## config.mk

```make
export PLATFORM = sky130hd
export DESIGN_NAME = sarc_top
export DESIGN_NICKNAME = d
export VERILOG_FILES = /design/src/hdl/sarc_pkg.sv /design/src/hdl/sarc_stream_if.sv /design/src/hdl/sarc_fifo.sv /design/src/hdl/sarc_top.sv
export SDC_FILE = /design/constraint.sdc
export NUM_CORES = 1
export LEC_CHECK = 0
export BUFFER_PORTS_ARGS = -buffer_cell sky130_fd_sc_hd__buf_2
export CAP_MARGIN = 20
export CORE_AREA = 4 4 162 164
export DETAILED_ROUTE_END_ITERATION = 8
export DIE_AREA = 0 0 166 168
export GPL_ROUTABILITY_DRIVEN = 0
export GPL_TIMING_DRIVEN = 0
export PLACE_DENSITY = 0.58
export REMOVE_ABC_BUFFERS = 1
export SKIP_LAST_GASP = 1
export SYNTH_ARGS = -nofsm -noshare
export SYNTH_HDL_FRONTEND = slang
export SYNTH_SLANG_ARGS = --single-unit
```

## constraint.sdc

```tcl
create_clock -name i_ref_clk -period 2.65 [get_ports i_ref_clk]
set_input_delay 0 -clock i_ref_clk [delete_from_list [all_inputs] [get_ports i_ref_clk]]
set_output_delay 0 -clock i_ref_clk [all_outputs]
set_load 0.005 [all_outputs]
```

## src/hdl/sarc_pkg.sv

```systemverilog
// package for the sar converter control block
// assumes a 100 MHz reference clock; the ns limits convert to cycle counts with it
package sarc_pkg;
    localparam int CLK_PERIOD_NS = 10;
    localparam int RES_W = 12;
    localparam int FIFO_DEPTH = 8;
    // longest conversion, start to status high, in ns
    localparam int CONV_MAX_NS = 6000;
    // host-side least gap between conversions, in ns
    localparam int SAMPLE_MIN_NS = 1140;
    localparam int SAMPLE_MIN_CYC = (SAMPLE_MIN_NS + CLK_PERIOD_NS - 1) / CLK_PERIOD_NS;
    // cycles per bit decision; conversion = 1 clear + 12 steps + 1 load
    localparam int STEP_CYC = 4;
    localparam int CONV_CYC = 2 + RES_W * STEP_CYC;
    localparam int CONV_MAX_CYC = CONV_MAX_NS / CLK_PERIOD_NS;
    localparam logic [2:0] STEP_LAST = 3'h3;
    localparam logic [3:0] BIT_MSB = 4'hb;
    localparam logic [11:0] RES_RESET = 12'h000;
    localparam logic [3:0] NIBBLE_LOW = 4'h0;

    typedef enum logic [3:0] {
        SARC_IDLE = 4'b0001,
        SARC_CLEAR = 4'b0010,
        SARC_STEP = 4'b0100,
        SARC_LOAD = 4'b1000
    } sarc_state_e;
endpackage

```

## src/hdl/sarc_stream_if.sv

```systemverilog
// valid/ready stream carrying finished results between the sar core and its fifo
// assumes both ends run on the one block clock
`timescale 1ns/10ps
interface sarc_stream_if #(parameter int W = 12);
    logic valid;
    logic ready;
    logic [W-1:0] data;
    modport src (output valid, output data, input ready);
    modport snk (input valid, input data, output ready);
endinterface

```

## src/hdl/sarc_fifo.sv

```systemverilog
// parameterised flip-flop fifo with valid/ready on both sides
// assumes a single clock and asynchronous active-low reset
`timescale 1ns/10ps
module sarc_fifo #(
    parameter int W = 12,
    parameter int DEPTH = 8
) (
    input wire logic i_ref_clk,
    input wire logic i_nrst,
    sarc_stream_if.snk s_in,
    sarc_stream_if.src s_out
);
    localparam int AW = $clog2(DEPTH);
    logic [W-1:0] mem [DEPTH];
    logic [AW-1:0] wr_ptr;
    logic [AW-1:0] rd_ptr;
    logic [AW:0] count;
    logic push;
    logic pop;

    assign s_in.ready = (count != DEPTH[AW:0]);
    assign s_out.valid = (count != '0);
    assign s_out.data = mem[rd_ptr];
    assign push = s_in.valid && s_in.ready;
    assign pop = s_out.valid && s_out.ready;

    always_ff @(posedge i_ref_clk) begin
        if (push) begin
            mem[wr_ptr] <= s_in.data;
        end
    end

    always_ff @(posedge i_ref_clk or negedge i_nrst) begin
        if (!i_nrst) begin
            wr_ptr <= '0;
            rd_ptr <= '0;
            count <= '0;
        end else begin
            if (push) begin
                wr_ptr <= (wr_ptr == AW'(DEPTH - 1)) ? '0 : wr_ptr + 1'b1;
            end
            if (pop) begin
                rd_ptr <= (rd_ptr == AW'(DEPTH - 1)) ? '0 : rd_ptr + 1'b1;
            end
            count <= count + (AW+1)'(push) - (AW+1)'(pop);
        end
    end
endmodule

```

## src/hdl/sarc_top.sv

```systemverilog
// control and output logic of a 12-bit successive-approximation converter
// assumes host strobes synchronous to i_ref_clk; comparator decision arrives on i_cmp_hi
`timescale 1ns/10ps
module sarc_top
    import sarc_pkg::*;
(
    input wire logic i_ref_clk,
    input wire logic i_nrst,
    input wire logic i_chip_sel_n,
    input wire logic i_read_n,
    input wire logic i_high_byte_select,
    input wire logic i_cmp_hi,
    input wire logic i_res_ready,
    output logic [11:0] o_data,
    output logic [11:0] o_data_oe,
    output logic o_status,
    output logic [11:0] o_approx_dac,
    output logic o_res_valid,
    output logic [11:0] o_res_data
);
    // ------------------------------------------------------------
    // host strobe decode
    // ------------------------------------------------------------
    function automatic logic [11:0] sarc_map(input logic [11:0] res, input logic hb);
        sarc_map = hb ? {res[11:8], NIBBLE_LOW, res[11:8]} : res;
    endfunction

    logic start_req;
    logic read_en;
    assign start_req = !i_chip_sel_n && !i_read_n && !i_high_byte_select;
    assign read_en = !i_chip_sel_n && !i_read_n;

    // ------------------------------------------------------------
    // conversion sequencer
    // ------------------------------------------------------------
    sarc_state_e state;
    logic [2:0] step_cnt;
    logic [3:0] bit_idx;
    logic [11:0] approx_register;
    logic [11:0] result_bits;
    logic [9:0] conv_cnt;

    always_ff @(posedge i_ref_clk or negedge i_nrst) begin
        if (!i_nrst) begin
            state <= SARC_IDLE;
            step_cnt <= 3'h0;
            bit_idx <= BIT_MSB;
        end else begin
            case (state)
                SARC_IDLE: begin
                    if (start_req) begin
                        state <= SARC_CLEAR;
                    end
                end
                SARC_CLEAR: begin
                    state <= SARC_STEP;
                    step_cnt <= 3'h0;
                    bit_idx <= BIT_MSB;
                end
                SARC_STEP: begin
                    if (step_cnt == STEP_LAST) begin
                        step_cnt <= 3'h0;
                        if (bit_idx == 4'h0) begin
                            state <= SARC_LOAD;
                        end else begin
                            bit_idx <= bit_idx - 4'h1;
                        end
                    end else begin
                        step_cnt <= step_cnt + 3'h1;
                    end
                end
                SARC_LOAD: begin
                    state <= SARC_IDLE;
                end
                default: begin
                    state <= SARC_IDLE;
                end
            endcase
        end
    end

    // trial bit set at the first step cycle, decided at the last, so the dac settles
    always_ff @(posedge i_ref_clk or negedge i_nrst) begin
        if (!i_nrst) begin
            approx_register <= RES_RESET;
        end else if (state == SARC_CLEAR) begin
            approx_register <= RES_RESET;
        end else if (state == SARC_STEP) begin
            if (step_cnt == 3'h0) begin
                approx_register[bit_idx] <= 1'b1;
            end else if (step_cnt == STEP_LAST) begin
                approx_register[bit_idx] <= i_cmp_hi;
            end
        end
    end

    always_ff @(posedge i_ref_clk or negedge i_nrst) begin
        if (!i_nrst) begin
            result_bits <= RES_RESET;
        end else if (state == SARC_LOAD) begin
            result_bits <= approx_register;
        end
    end

    // status rises at the latch-load edge; the pins show the new word one edge later
    always_ff @(posedge i_ref_clk or negedge i_nrst) begin
        if (!i_nrst) begin
            o_status <= 1'b1;
        end else begin
            o_status <= (state == SARC_IDLE && !start_req) || state == SARC_LOAD;
        end
    end

    always_ff @(posedge i_ref_clk or negedge i_nrst) begin
        if (!i_nrst) begin
            o_approx_dac <= RES_RESET;
        end else begin
            o_approx_dac <= approx_register;
        end
    end

    // ------------------------------------------------------------
    // output drivers
    // ------------------------------------------------------------
    // the newest result is shown even mid-conversion; the latch only moves at load
    always_ff @(posedge i_ref_clk or negedge i_nrst) begin
        if (!i_nrst) begin
            o_data <= RES_RESET;
            o_data_oe <= 12'h000;
        end else begin
            o_data <= sarc_map(result_bits, i_high_byte_select);
            o_data_oe <= {12{read_en}};
        end
    end

    // ------------------------------------------------------------
    // result stream through fifo
    // ------------------------------------------------------------
    // a full fifo drops results rather than stalling the converter, which has no wait
    sarc_stream_if #(.W(RES_W)) s_core ();
    sarc_stream_if #(.W(RES_W)) s_fifo ();
    assign s_core.valid = (state == SARC_LOAD);
    assign s_core.data = approx_register;
    assign s_fifo.ready = i_res_ready && !o_res_valid;

    sarc_fifo #(.W(RES_W), .DEPTH(FIFO_DEPTH)) u_fifo (
        .i_ref_clk(i_ref_clk),
        .i_nrst(i_nrst),
        .s_in(s_core),
        .s_out(s_fifo)
    );

    always_ff @(posedge i_ref_clk or negedge i_nrst) begin
        if (!i_nrst) begin
            o_res_valid <= 1'b0;
            o_res_data <= RES_RESET;
        end else if (s_fifo.valid && s_fifo.ready) begin
            o_res_valid <= 1'b1;
            o_res_data <= s_fifo.data;
        end else if (i_res_ready) begin
            o_res_valid <= 1'b0;
        end
    end

    // ------------------------------------------------------------
    // checks
    // ------------------------------------------------------------
    always_ff @(posedge i_ref_clk or negedge i_nrst) begin
        if (!i_nrst) begin
            conv_cnt <= 10'h000;
        end else begin
            conv_cnt <= (state == SARC_IDLE) ? 10'h000 : conv_cnt + 10'h001;
        end
    end

    property p_no_start_hb;
        @(posedge i_ref_clk) disable iff (!i_nrst)
        (state == SARC_IDLE && i_high_byte_select) |=> state == SARC_IDLE;
    endproperty
    a_no_start_hb: assert property (p_no_start_hb) else $error("start with high byte select");

    property p_no_start_cs;
        @(posedge i_ref_clk) disable iff (!i_nrst)
        (state == SARC_IDLE && i_chip_sel_n) |=> state == SARC_IDLE;
    endproperty
    a_no_start_cs: assert property (p_no_start_cs) else $error("start without chip select");

    property p_start;
        @(posedge i_ref_clk) disable iff (!i_nrst)
        (state == SARC_IDLE && start_req) |=> state == SARC_CLEAR ##1 !o_status;
    endproperty
    a_start: assert property (p_start) else $error("start not taken");

    property p_oe;
        @(posedge i_ref_clk) disable iff (!i_nrst)
        1'b1 |=> o_data_oe == {12{$past(!i_chip_sel_n && !i_read_n)}};
    endproperty
    a_oe: assert property (p_oe) else $error("driver enable wrong");

    property p_hb_map;
        @(posedge i_ref_clk) disable iff (!i_nrst)
        i_high_byte_select |=>
            o_data == {$past(result_bits[11:8]), NIBBLE_LOW, $past(result_bits[11:8])};
    endproperty
    a_hb_map: assert property (p_hb_map) else $error("byte map wrong");

    property p_conv_len;
        @(posedge i_ref_clk) disable iff (!i_nrst)
        conv_cnt <= 10'(CONV_MAX_CYC);
    endproperty
    a_conv_len: assert property (p_conv_len) else $error("conversion too long");

    property p_no_restart;
        @(posedge i_ref_clk) disable iff (!i_nrst)
        (state == SARC_STEP && start_req) |=>
            (state == SARC_STEP && bit_idx <= $past(bit_idx)) || state == SARC_LOAD;
    endproperty
    a_no_restart: assert property (p_no_restart) else $error("restart in conversion");

    property p_latch_hold;
        @(posedge i_ref_clk) disable iff (!i_nrst)
        (state != SARC_LOAD) |=> $stable(result_bits);
    endproperty
    a_latch_hold: assert property (p_latch_hold) else $error("latch moved");

    property p_status_rise;
        @(posedge i_ref_clk) disable iff (!i_nrst)
        $rose(o_status) |-> $past(state == SARC_LOAD);
    endproperty
    a_status_rise: assert property (p_status_rise) else $error("status rose early");

    property p_msb_first;
        @(posedge i_ref_clk) disable iff (!i_nrst)
        $rose(state == SARC_STEP) |-> bit_idx == BIT_MSB;
    endproperty
    a_msb_first: assert property (p_msb_first) else $error("not msb first");

    property p_full_map;
        @(posedge i_ref_clk) disable iff (!i_nrst)
        (!i_high_byte_select) |=> o_data == $past(result_bits);
    endproperty
    a_full_map: assert property (p_full_map) else $error("word map wrong");

    property p_busy_low;
        @(posedge i_ref_clk) disable iff (!i_nrst)
        (state != SARC_IDLE) |-> !o_status;
    endproperty
    a_busy_low: assert property (p_busy_low) else $error("status high while busy");

    property p_idle_high;
        @(posedge i_ref_clk) disable iff (!i_nrst)
        (state == SARC_IDLE) |-> o_status;
    endproperty
    a_idle_high: assert property (p_idle_high) else $error("status low while idle");

    property p_clear;
        @(posedge i_ref_clk) disable iff (!i_nrst)
        (state == SARC_CLEAR) |=> approx_register == RES_RESET;
    endproperty
    a_clear: assert property (p_clear) else $error("approximation not cleared");

    property p_oe_start;
        @(posedge i_ref_clk) disable iff (!i_nrst)
        (state == SARC_IDLE && start_req) |=> o_data_oe == 12'hfff;
    endproperty
    a_oe_start: assert property (p_oe_start) else $error("drivers off at start");

    property p_cs_quiet;
        @(posedge i_ref_clk) disable iff (!i_nrst)
        i_chip_sel_n |=> o_data_oe == 12'h000;
    endproperty
    a_cs_quiet: assert property (p_cs_quiet) else $error("driven without chip select");

    property p_bit_down;
        @(posedge i_ref_clk) disable iff (!i_nrst)
        (state == SARC_STEP && step_cnt == STEP_LAST && bit_idx != 4'h0) |=>
            bit_idx == $past(bit_idx) - 4'h1;
    endproperty
    a_bit_down: assert property (p_bit_down) else $error("bit order wrong");

    property p_decide;
        @(posedge i_ref_clk) disable iff (!i_nrst)
        (state == SARC_STEP && step_cnt == STEP_LAST) |=>
            approx_register[$past(bit_idx)] == $past(i_cmp_hi);
    endproperty
    a_decide: assert property (p_decide) else $error("comparator decision lost");

    property p_load;
        @(posedge i_ref_clk) disable iff (!i_nrst)
        (state == SARC_LOAD) |=> result_bits == $past(approx_register);
    endproperty
    a_load: assert property (p_load) else $error("latch not loaded");

    c_stream_out: cover property (@(posedge i_ref_clk) o_res_valid && i_res_ready);
    c_conv: cover property (@(posedge i_ref_clk) state == SARC_LOAD);
    c_hb_read: cover property (@(posedge i_ref_clk) read_en && i_high_byte_select);
    c_busy_start: cover property (@(posedge i_ref_clk) state == SARC_STEP && start_req);
    c_fifo_full: cover property (@(posedge i_ref_clk) s_core.valid && !s_core.ready);
endmodule

```

==> results.sh, run 1 <==
export IMPL_viasPerCell=4.563
export IMPL_worst_setup_path_end_kind="flop"
export IMPL_yosys_warnings=0
export IMPL_final_seq_area_um2=4992
export IMPL_fill_cells=2360
export IMPL_skew_ns=0.02514
export IMPL_die_area_um2=27890
export IMPL_crit_chain="nor4b_4 > nand2_1 > inv_1 > nand2_1 > nor2_2 > buf_4"
export IMPL_grt_max_degree=47
export IMPL_antenna_found_initial=0
export IMPL_drc=0
export IMPL_ys_types=47
export IMPL_finalCritPeriodShare=0.8911
export IMPL_wirelength_um=14740
export IMPL_hpwl_um=9879
export IMPL_yosysSeqAreaShare=0.6812
export IMPL_worstSetupPathType="flop to flop"
export IMPL_reg2reg_to="u_fifo.mem[3][1]$_DFFE_PP_"
export IMPL_nets=584
export IMPL_synth_area_um2=7327
export IMPL_p_leak_uw=0.003581
export IMPL_htree_levels=4
export IMPL_p_seq_frac=0.469
export IMPL_worstPathRequired_ns=2.77
export IMPL_combPwrFrac=0.199
export IMPL_final_hold_violation_count=0
export IMPL_cts_buffers=17
export IMPL_reg2reg_depth=6
export IMPL_antenna_cells=0
export IMPL_grt_usage=0.1086
export IMPL_fin_area_um2=8727
export IMPL_area_growth_pct=19.11
export IMPL_synth_top_area_frac=0.3934
export IMPL_die_y_um=168
export IMPL_hold_path_class="input pin to async pin"
export IMPL_r2r_start="state[1]$_DFFE_PN0P_"
export IMPL_rsz0062_at_grt="no"
export IMPL_slew_headroom=0.2889
export IMPL_final_util=0.3506
export IMPL_cts_tree="done"
export IMPL_crit_fanout=9
export IMPL_worstMarginPinSlew_ns=1.064
export IMPL_slowest_stage="dfrtp_1"
export IMPL_core_area_um2=24890
export IMPL_gr_total_overflow=0
export IMPL_avgRoutedWirePerCell_um=16.32
export IMPL_startpoint_type="flop"
export IMPL_cpPeakStageDelay_ns=0.49
export IMPL_stdcell_count=903
export IMPL_fp_row_count=58
export IMPL_netSwitchingFraction=0.2797
export IMPL_postSynthCellCount=497
export IMPL_io_buffers=56
export IMPL_switchingPower_uw=2044
export IMPL_ant_nets=0
export IMPL_dr_pass1_iters=4
export IMPL_outcome="finished clean"
export IMPL_maxCapViolCount=0
export IMPL_clk_latency_ns=0.43
export IMPL_power_frac_clock=0.332
export IMPL_cts_sinks=180
export IMPL_synth_seq_cells=180
export IMPL_crit_arrival_ns=2.48
export IMPL_grt_pass1_wl_um=23880
export IMPL_place_inst=860
export IMPL_fmax_mhz=423.5
export IMPL_peakVddDrop_mv=0.4355
export IMPL_place_area_um2=8031
export IMPL_finalCriticalPeriod_ns=2.361
export IMPL_pin_count=57
export IMPL_drt_initial_drc_count=232
export IMPL_drive_above_1_share=0.2600
export IMPL_multiInputGateArea_um2=2090
export IMPL_reg2reg_slack_ns=0.29
export IMPL_yosys_area_top_type="edfxtp_1"
export IMPL_finalMaxSlewViolations=0
export IMPL_cp_common_cell="nand2_1"
export IMPL_clockRootBuffer="clkbuf_16"
export IMPL_grt_pass1_vias=4312
export IMPL_clock_path_buffers=2
export IMPL_clkTransAtPathRegs_ns=0.07
export IMPL_vias=4120
export IMPL_initial_utilization=0.2944
export IMPL_fp_dieW_um=166
export IMPL_p_int_uw=5263
export IMPL_powerDensity_nw_per_um2=837.3
export IMPL_synth_area_leaders="edfxtp_1 (39%), dfrtp_1 (27%), mux2i_1 (6.6%)"
export IMPL_syn_area_per_cell_um2=14.74
export IMPL_setup_viol=0
==> state kept, by name (all words and copies together), names as in the netlist, 12 cells and up <==
name,flops
o_approx_dac,12
result_bits,12
approx_register,12
u_fifo.mem,96
o_res_data,12
o_data,12
==> cells in the final DEF, fill, tap and decap left out, drive strengths merged, types with 13 or more instances in the layout <==
cell	Yosys	layout
a22oi	24	24
buf	20	73
clkbuf	16	24
dfrtp	79	79
edfxtp	96	96
ha	16	16
inv	29	29
mux2	22	22
mux2i	48	48
nand2	20	20
nand3	13	13
o21ai	20	20
==> critical path: cells and delay by family, from the launching register on <==
family                 cells  cell delay, ns
buffers and inverters      2            0.47
flip-flops                 1            0.49
AND/OR/NAND/NOR            4            1.11
==> Yosys cell counts (all sizes together) <==
cell,count
xnor2,2
or4b,2
a31oi,11
nor3,5
mux2,22
mux2i,48
clkbuf,16
nor4b,5
a31o,11
o211ai,3
a22oi,24
or3,1
o2111ai,1
a21oi,3
dfstp,5
a22o,1
xor2,1
dfrtp,79
nand2b,3
a21o,3
nor2b,8
buf,20
fa,1
ha,16
and2,1
edfxtp,96
or3b,1
a2bb2oi,3
nand3b,1
nor2,12
nor4,5
nand2,20
a211oi,3
nor3b,1
inv,29
nand3,13
o21ai,20
o31ai,1
==> metal layers <==
metal | vias to the layer above | GRT usage | wire length (um) | share of wire
li1 | 1956 | - | - | -
met2 | 86 | 0.1875 | 7466 | 0.51
met3 | 5 | 0.02935 | 628 | 0.043
met5 | - | 0 | 0 | 0
met1 | 2073 | 0.1359 | 6587 | 0.45
met4 | 0 | 0.02798 | 57 | 0.0039
==> power by group through the flow <==
stage,Sequential [uW],Combinational [uW],Clock [uW]
final,3430,1450,2430
after global routing,3470,1640,2600
after CTS,3440,1480,2470
after detailed placement,3490,1460,0
after global placement,3580,1290,0
after floorplan,3520,879,0
==> layout make-up <==
class / count / area share
Sequential cell: 180 / 0.5720
Multi-Input combinational cell: 252 / 0.2394
Clock inverter: 8 / 0.008315
Tap cell: 330 / 0.04731
Clock buffer: 24 / 0.05763
Inverter: 29 / 0.01247
Timing Repair Buffer: 80 / 0.06280
==> per-stage QoR <==
step,setup TNS (ns),hold slack (ns),setup WS (ns),power (uW)
finish,0,0.05901,0.2885,7307
global route,0,0.1327,0.03404,7715
CTS,0,0.09556,0.06554,7386
detailed placement,-28.29,0.01810,-0.5865,4955
global placement,-325.40,0.1594,-3.317,4873
floorplan,-99.21,-0.2956,-1.279,4402
==> worst max path at each step <==
stage | start | to | slack (ns) | cells past startpoint
floorplan | state[1]$_DFFE_PN0P_ | u_fifo.mem[0][0]$_DFFE_PP_ | -1.28 | 3
global placement | state[1]$_DFFE_PN0P_ | u_fifo.mem[0][2]$_DFFE_PP_ | -3.32 | 3
detailed placement | state[1]$_DFFE_PN0P_ | u_fifo.mem[3][2]$_DFFE_PP_ | -0.59 | 6
CTS | u_fifo.count[2]$_DFF_PN0_ | u_fifo.count[1]$_DFF_PN0_ | 0.07 | 9
global route | state[1]$_DFFE_PN0P_ | u_fifo.mem[3][1]$_DFFE_PP_ | 0.03 | 6
finish | state[1]$_DFFE_PN0P_ | u_fifo.mem[3][1]$_DFFE_PP_ | 0.29 | 6
==> cells by family after synthesis <==
group	after synthesis	synth area share
AND/OR/NAND/NOR	78	0.06387
buffers and inverters	65	0.04286
XOR/XNOR	3	0.003587
AO/OA/AOI/OAI	84	0.07907
adder cells (fa/ha/maj)	17	0.03005
multiplexers	70	0.09939
flip-flops	180	0.6812
==> what timing repair did <==
action / CTS / global route
hold buffers: 7 / 0
setup buffers: 1 / 2
gates resized for setup: 4 / 1
pin swaps: 1 / 1
endpoints found under the setup margin: 90 / 9
hold endpoints to repair: 76 / 0
Note: power is estimated with default switching activity, not from simulation.
==> run 2: changes to the inputs <==
Settings changed: PLACE_DENSITY 0.58 to 0.56.
Clock period 2.65 ns to 2.61 ns, I/O delays scaled along.
==> results.sh, run 2 (synthesized netlist as in run 1, its figures left out) <==
export IMPL_outcome="finished clean"
export IMPL_dr_pass1_iters=4
export IMPL_cp_common_cell="nand2_1"
export IMPL_die_y_um=168
export IMPL_rsz0062_at_grt="no"
export IMPL_r2r_start="state[1]$_DFFE_PN0P_"
export IMPL_timing_final_ws_setup_ns=0.1984
export IMPL_netSwitchingFraction=0.2863
export IMPL_viasPerCell=4.584
export IMPL_fp_row_count=58
export IMPL_drive_above_1_share=0.2670
export IMPL_clock_path_buffers=2
export IMPL_cp_startpoint="state[1]$_DFFE_PN0P_"
export IMPL_wirelength_um=14710
export IMPL_p_int_uw=5429
export IMPL_slew_headroom=0.2488
export IMPL_stdcell_count=903
export IMPL_switchingPower_uw=2178
export IMPL_fmax_mhz=414.7
export IMPL_powerDensity_nw_per_um2=868.4
export IMPL_reg2reg_depth=6
export IMPL_grt_pass1_wl_um=23600
export IMPL_worstSetupPathType="flop to flop"
export IMPL_cts_buffers=17
export IMPL_core_area_um2=24890
export IMPL_reg2reg_slack_ns=0.20
export IMPL_cts_sinks=180
export IMPL_maxCapViolCount=0
export IMPL_final_common_cell="edfxtp_1"
export IMPL_pin_count=57
export IMPL_fin_tns_setup_ns=0
export IMPL_nets=584
export IMPL_avgRoutedWirePerCell_um=16.29
export IMPL_final_hold_violation_count=0
export IMPL_startpoint_type="flop"
export IMPL_crit_fanout=9
export IMPL_p_seq_frac=0.458
export IMPL_antenna_found_initial=0
export IMPL_hpwl_um=9910
export IMPL_crit_arrival_ns=2.54
export IMPL_combPwrFrac=0.193
export IMPL_regMostFlops="u_fifo.mem"
export IMPL_crit_chain="nor4b_4 > nand2_1 > inv_1 > nand2_1 > nor2_2 > buf_4"
export IMPL_largest_reg_flops=96
export IMPL_slowest_stage="dfrtp_1"
export IMPL_clk_latency_ns=0.43
export IMPL_worstPathRequired_ns=2.74
export IMPL_final_cell_mix="edfxtp_1 (96), dfrtp_1 (78), buf_2 (55)"
export IMPL_peakVddDrop_mv=0.3407
export IMPL_fin_area_um2=8760
export IMPL_final_util=0.3519
export IMPL_cpPeakStageDelay_ns=0.48
export IMPL_grt_max_degree=45
export IMPL_place_area_um2=8020
export IMPL_setup_viol=0
export IMPL_skew_ns=0.008537
export IMPL_drc=0
export IMPL_die_area_um2=27890
export IMPL_grt_pass1_vias=4326
export IMPL_p_leak_uw=0.003592
export IMPL_place_ws_ns=-0.6719
export IMPL_power_frac_clock=0.349
export IMPL_drt_initial_drc_count=251
export IMPL_ant_nets=0
export IMPL_htree_levels=4
export IMPL_area_growth_pct=19.55
export IMPL_clockRootBuffer="clkbuf_16"
export IMPL_place_inst=860
export IMPL_fp_dieW_um=166
export IMPL_cts_tree="done"
export IMPL_gr_total_overflow=0
export IMPL_worstMarginPinSlew_ns=1.123
export IMPL_initial_utilization=0.2944
export IMPL_antenna_cells=0
export IMPL_finalCriticalPeriod_ns=2.412
export IMPL_hold_path_class="input pin to async pin"
export IMPL_finalCritPeriodShare=0.9240
export IMPL_worst_setup_path_end_kind="flop"
export IMPL_reg2reg_to="u_fifo.mem[7][6]$_DFFE_PP_"
export IMPL_clkTransAtPathRegs_ns=0.07
export IMPL_io_buffers=56
export IMPL_vias=4139
export IMPL_grt_usage=0.1082
export IMPL_finalMaxSlewViolations=0
[run 2: changes by cell type in the layout (fill, tap and decap cells not counted), moves of 2 or more]
| cell | previous run | this run |
|---|---|---|
| clkbuf_8 | 3 | 0 |
| buf_8 | 2 | 0 |
| clkbuf_1 | 3 | 0 |
| clkinv_2 | 3 | 0 |
| bufinv_16 | 1 | 3 |
| inv_6 | 0 | 6 |
[run 2: timing repair]
action                     4_1_cts  5_1_grt
hold endpoints to repair        48        0
hold buffers                     7        0
gates resized for setup          5        0
setup buffers                    2        0
setup endpoints to repair       99        0
[run 2: worst max-delay path, delay by kind of cell (launching register included)]
kind	cells	cell delay, ns
and+or+nand+nor	4	1.13
buffers and inverters	2	0.48
DFF	1	0.48
[run 2: layer usage]
layer	track usage	wire length, um	part of all wire	vias to the layer above
met4	0.02905	165	0.011	0
li1	-	-	-	1959
met3	0.02841	600	0.041	23
met1	0.1371	6598	0.45	2079
met2	0.1848	7347	0.50	78
met5	0	0	0	-
[run 2: worst max path at each step]
stage | to | slack [ns] | cells after the start
floorplan | u_fifo.mem[0][0]$_DFFE_PP_ | -1.32 | 3
global placement | u_fifo.mem[0][7]$_DFFE_PP_ | -3.42 | 3
detailed placement | u_fifo.mem[5][2]$_DFFE_PP_ | -0.67 | 6
CTS | u_fifo.mem[5][0]$_DFFE_PP_ | 0.16 | 6
global route | u_fifo.mem[5][11]$_DFFE_PP_ | 0.02 | 6
finish | u_fifo.mem[7][6]$_DFFE_PP_ | 0.20 | 6
[run 2: final cells by class]
cell class                 instances  area (um^2)
timing repair buffer              80        536.8
clock buffer                      17        425.4
clock inverter                    15        193.9
multi-input combinational        252         2090
sequential                       180         4992
inverter                          29        108.9
tap                              330        412.9
fill                            2387        16130
[run 2: power groups by stage]
stage,Combinational (uW),Sequential (uW),Clock (uW)
floorplan,893,3580,0
global placement,1320,3640,0
detailed placement,1470,3550,0
CTS,1490,3490,2720
global route,1670,3530,2840
finish,1470,3480,2650
[run 2: metrics by stage]
stage | hold WS (ns) | power [uW]
floorplan | -0.2956 | 4469
global placement | 0.1579 | 4955
detailed placement | 0.04117 | 5020
CTS | 0.1082 | 7700
global route | 0.1536 | 8035
finish | 0.09139 | 7607
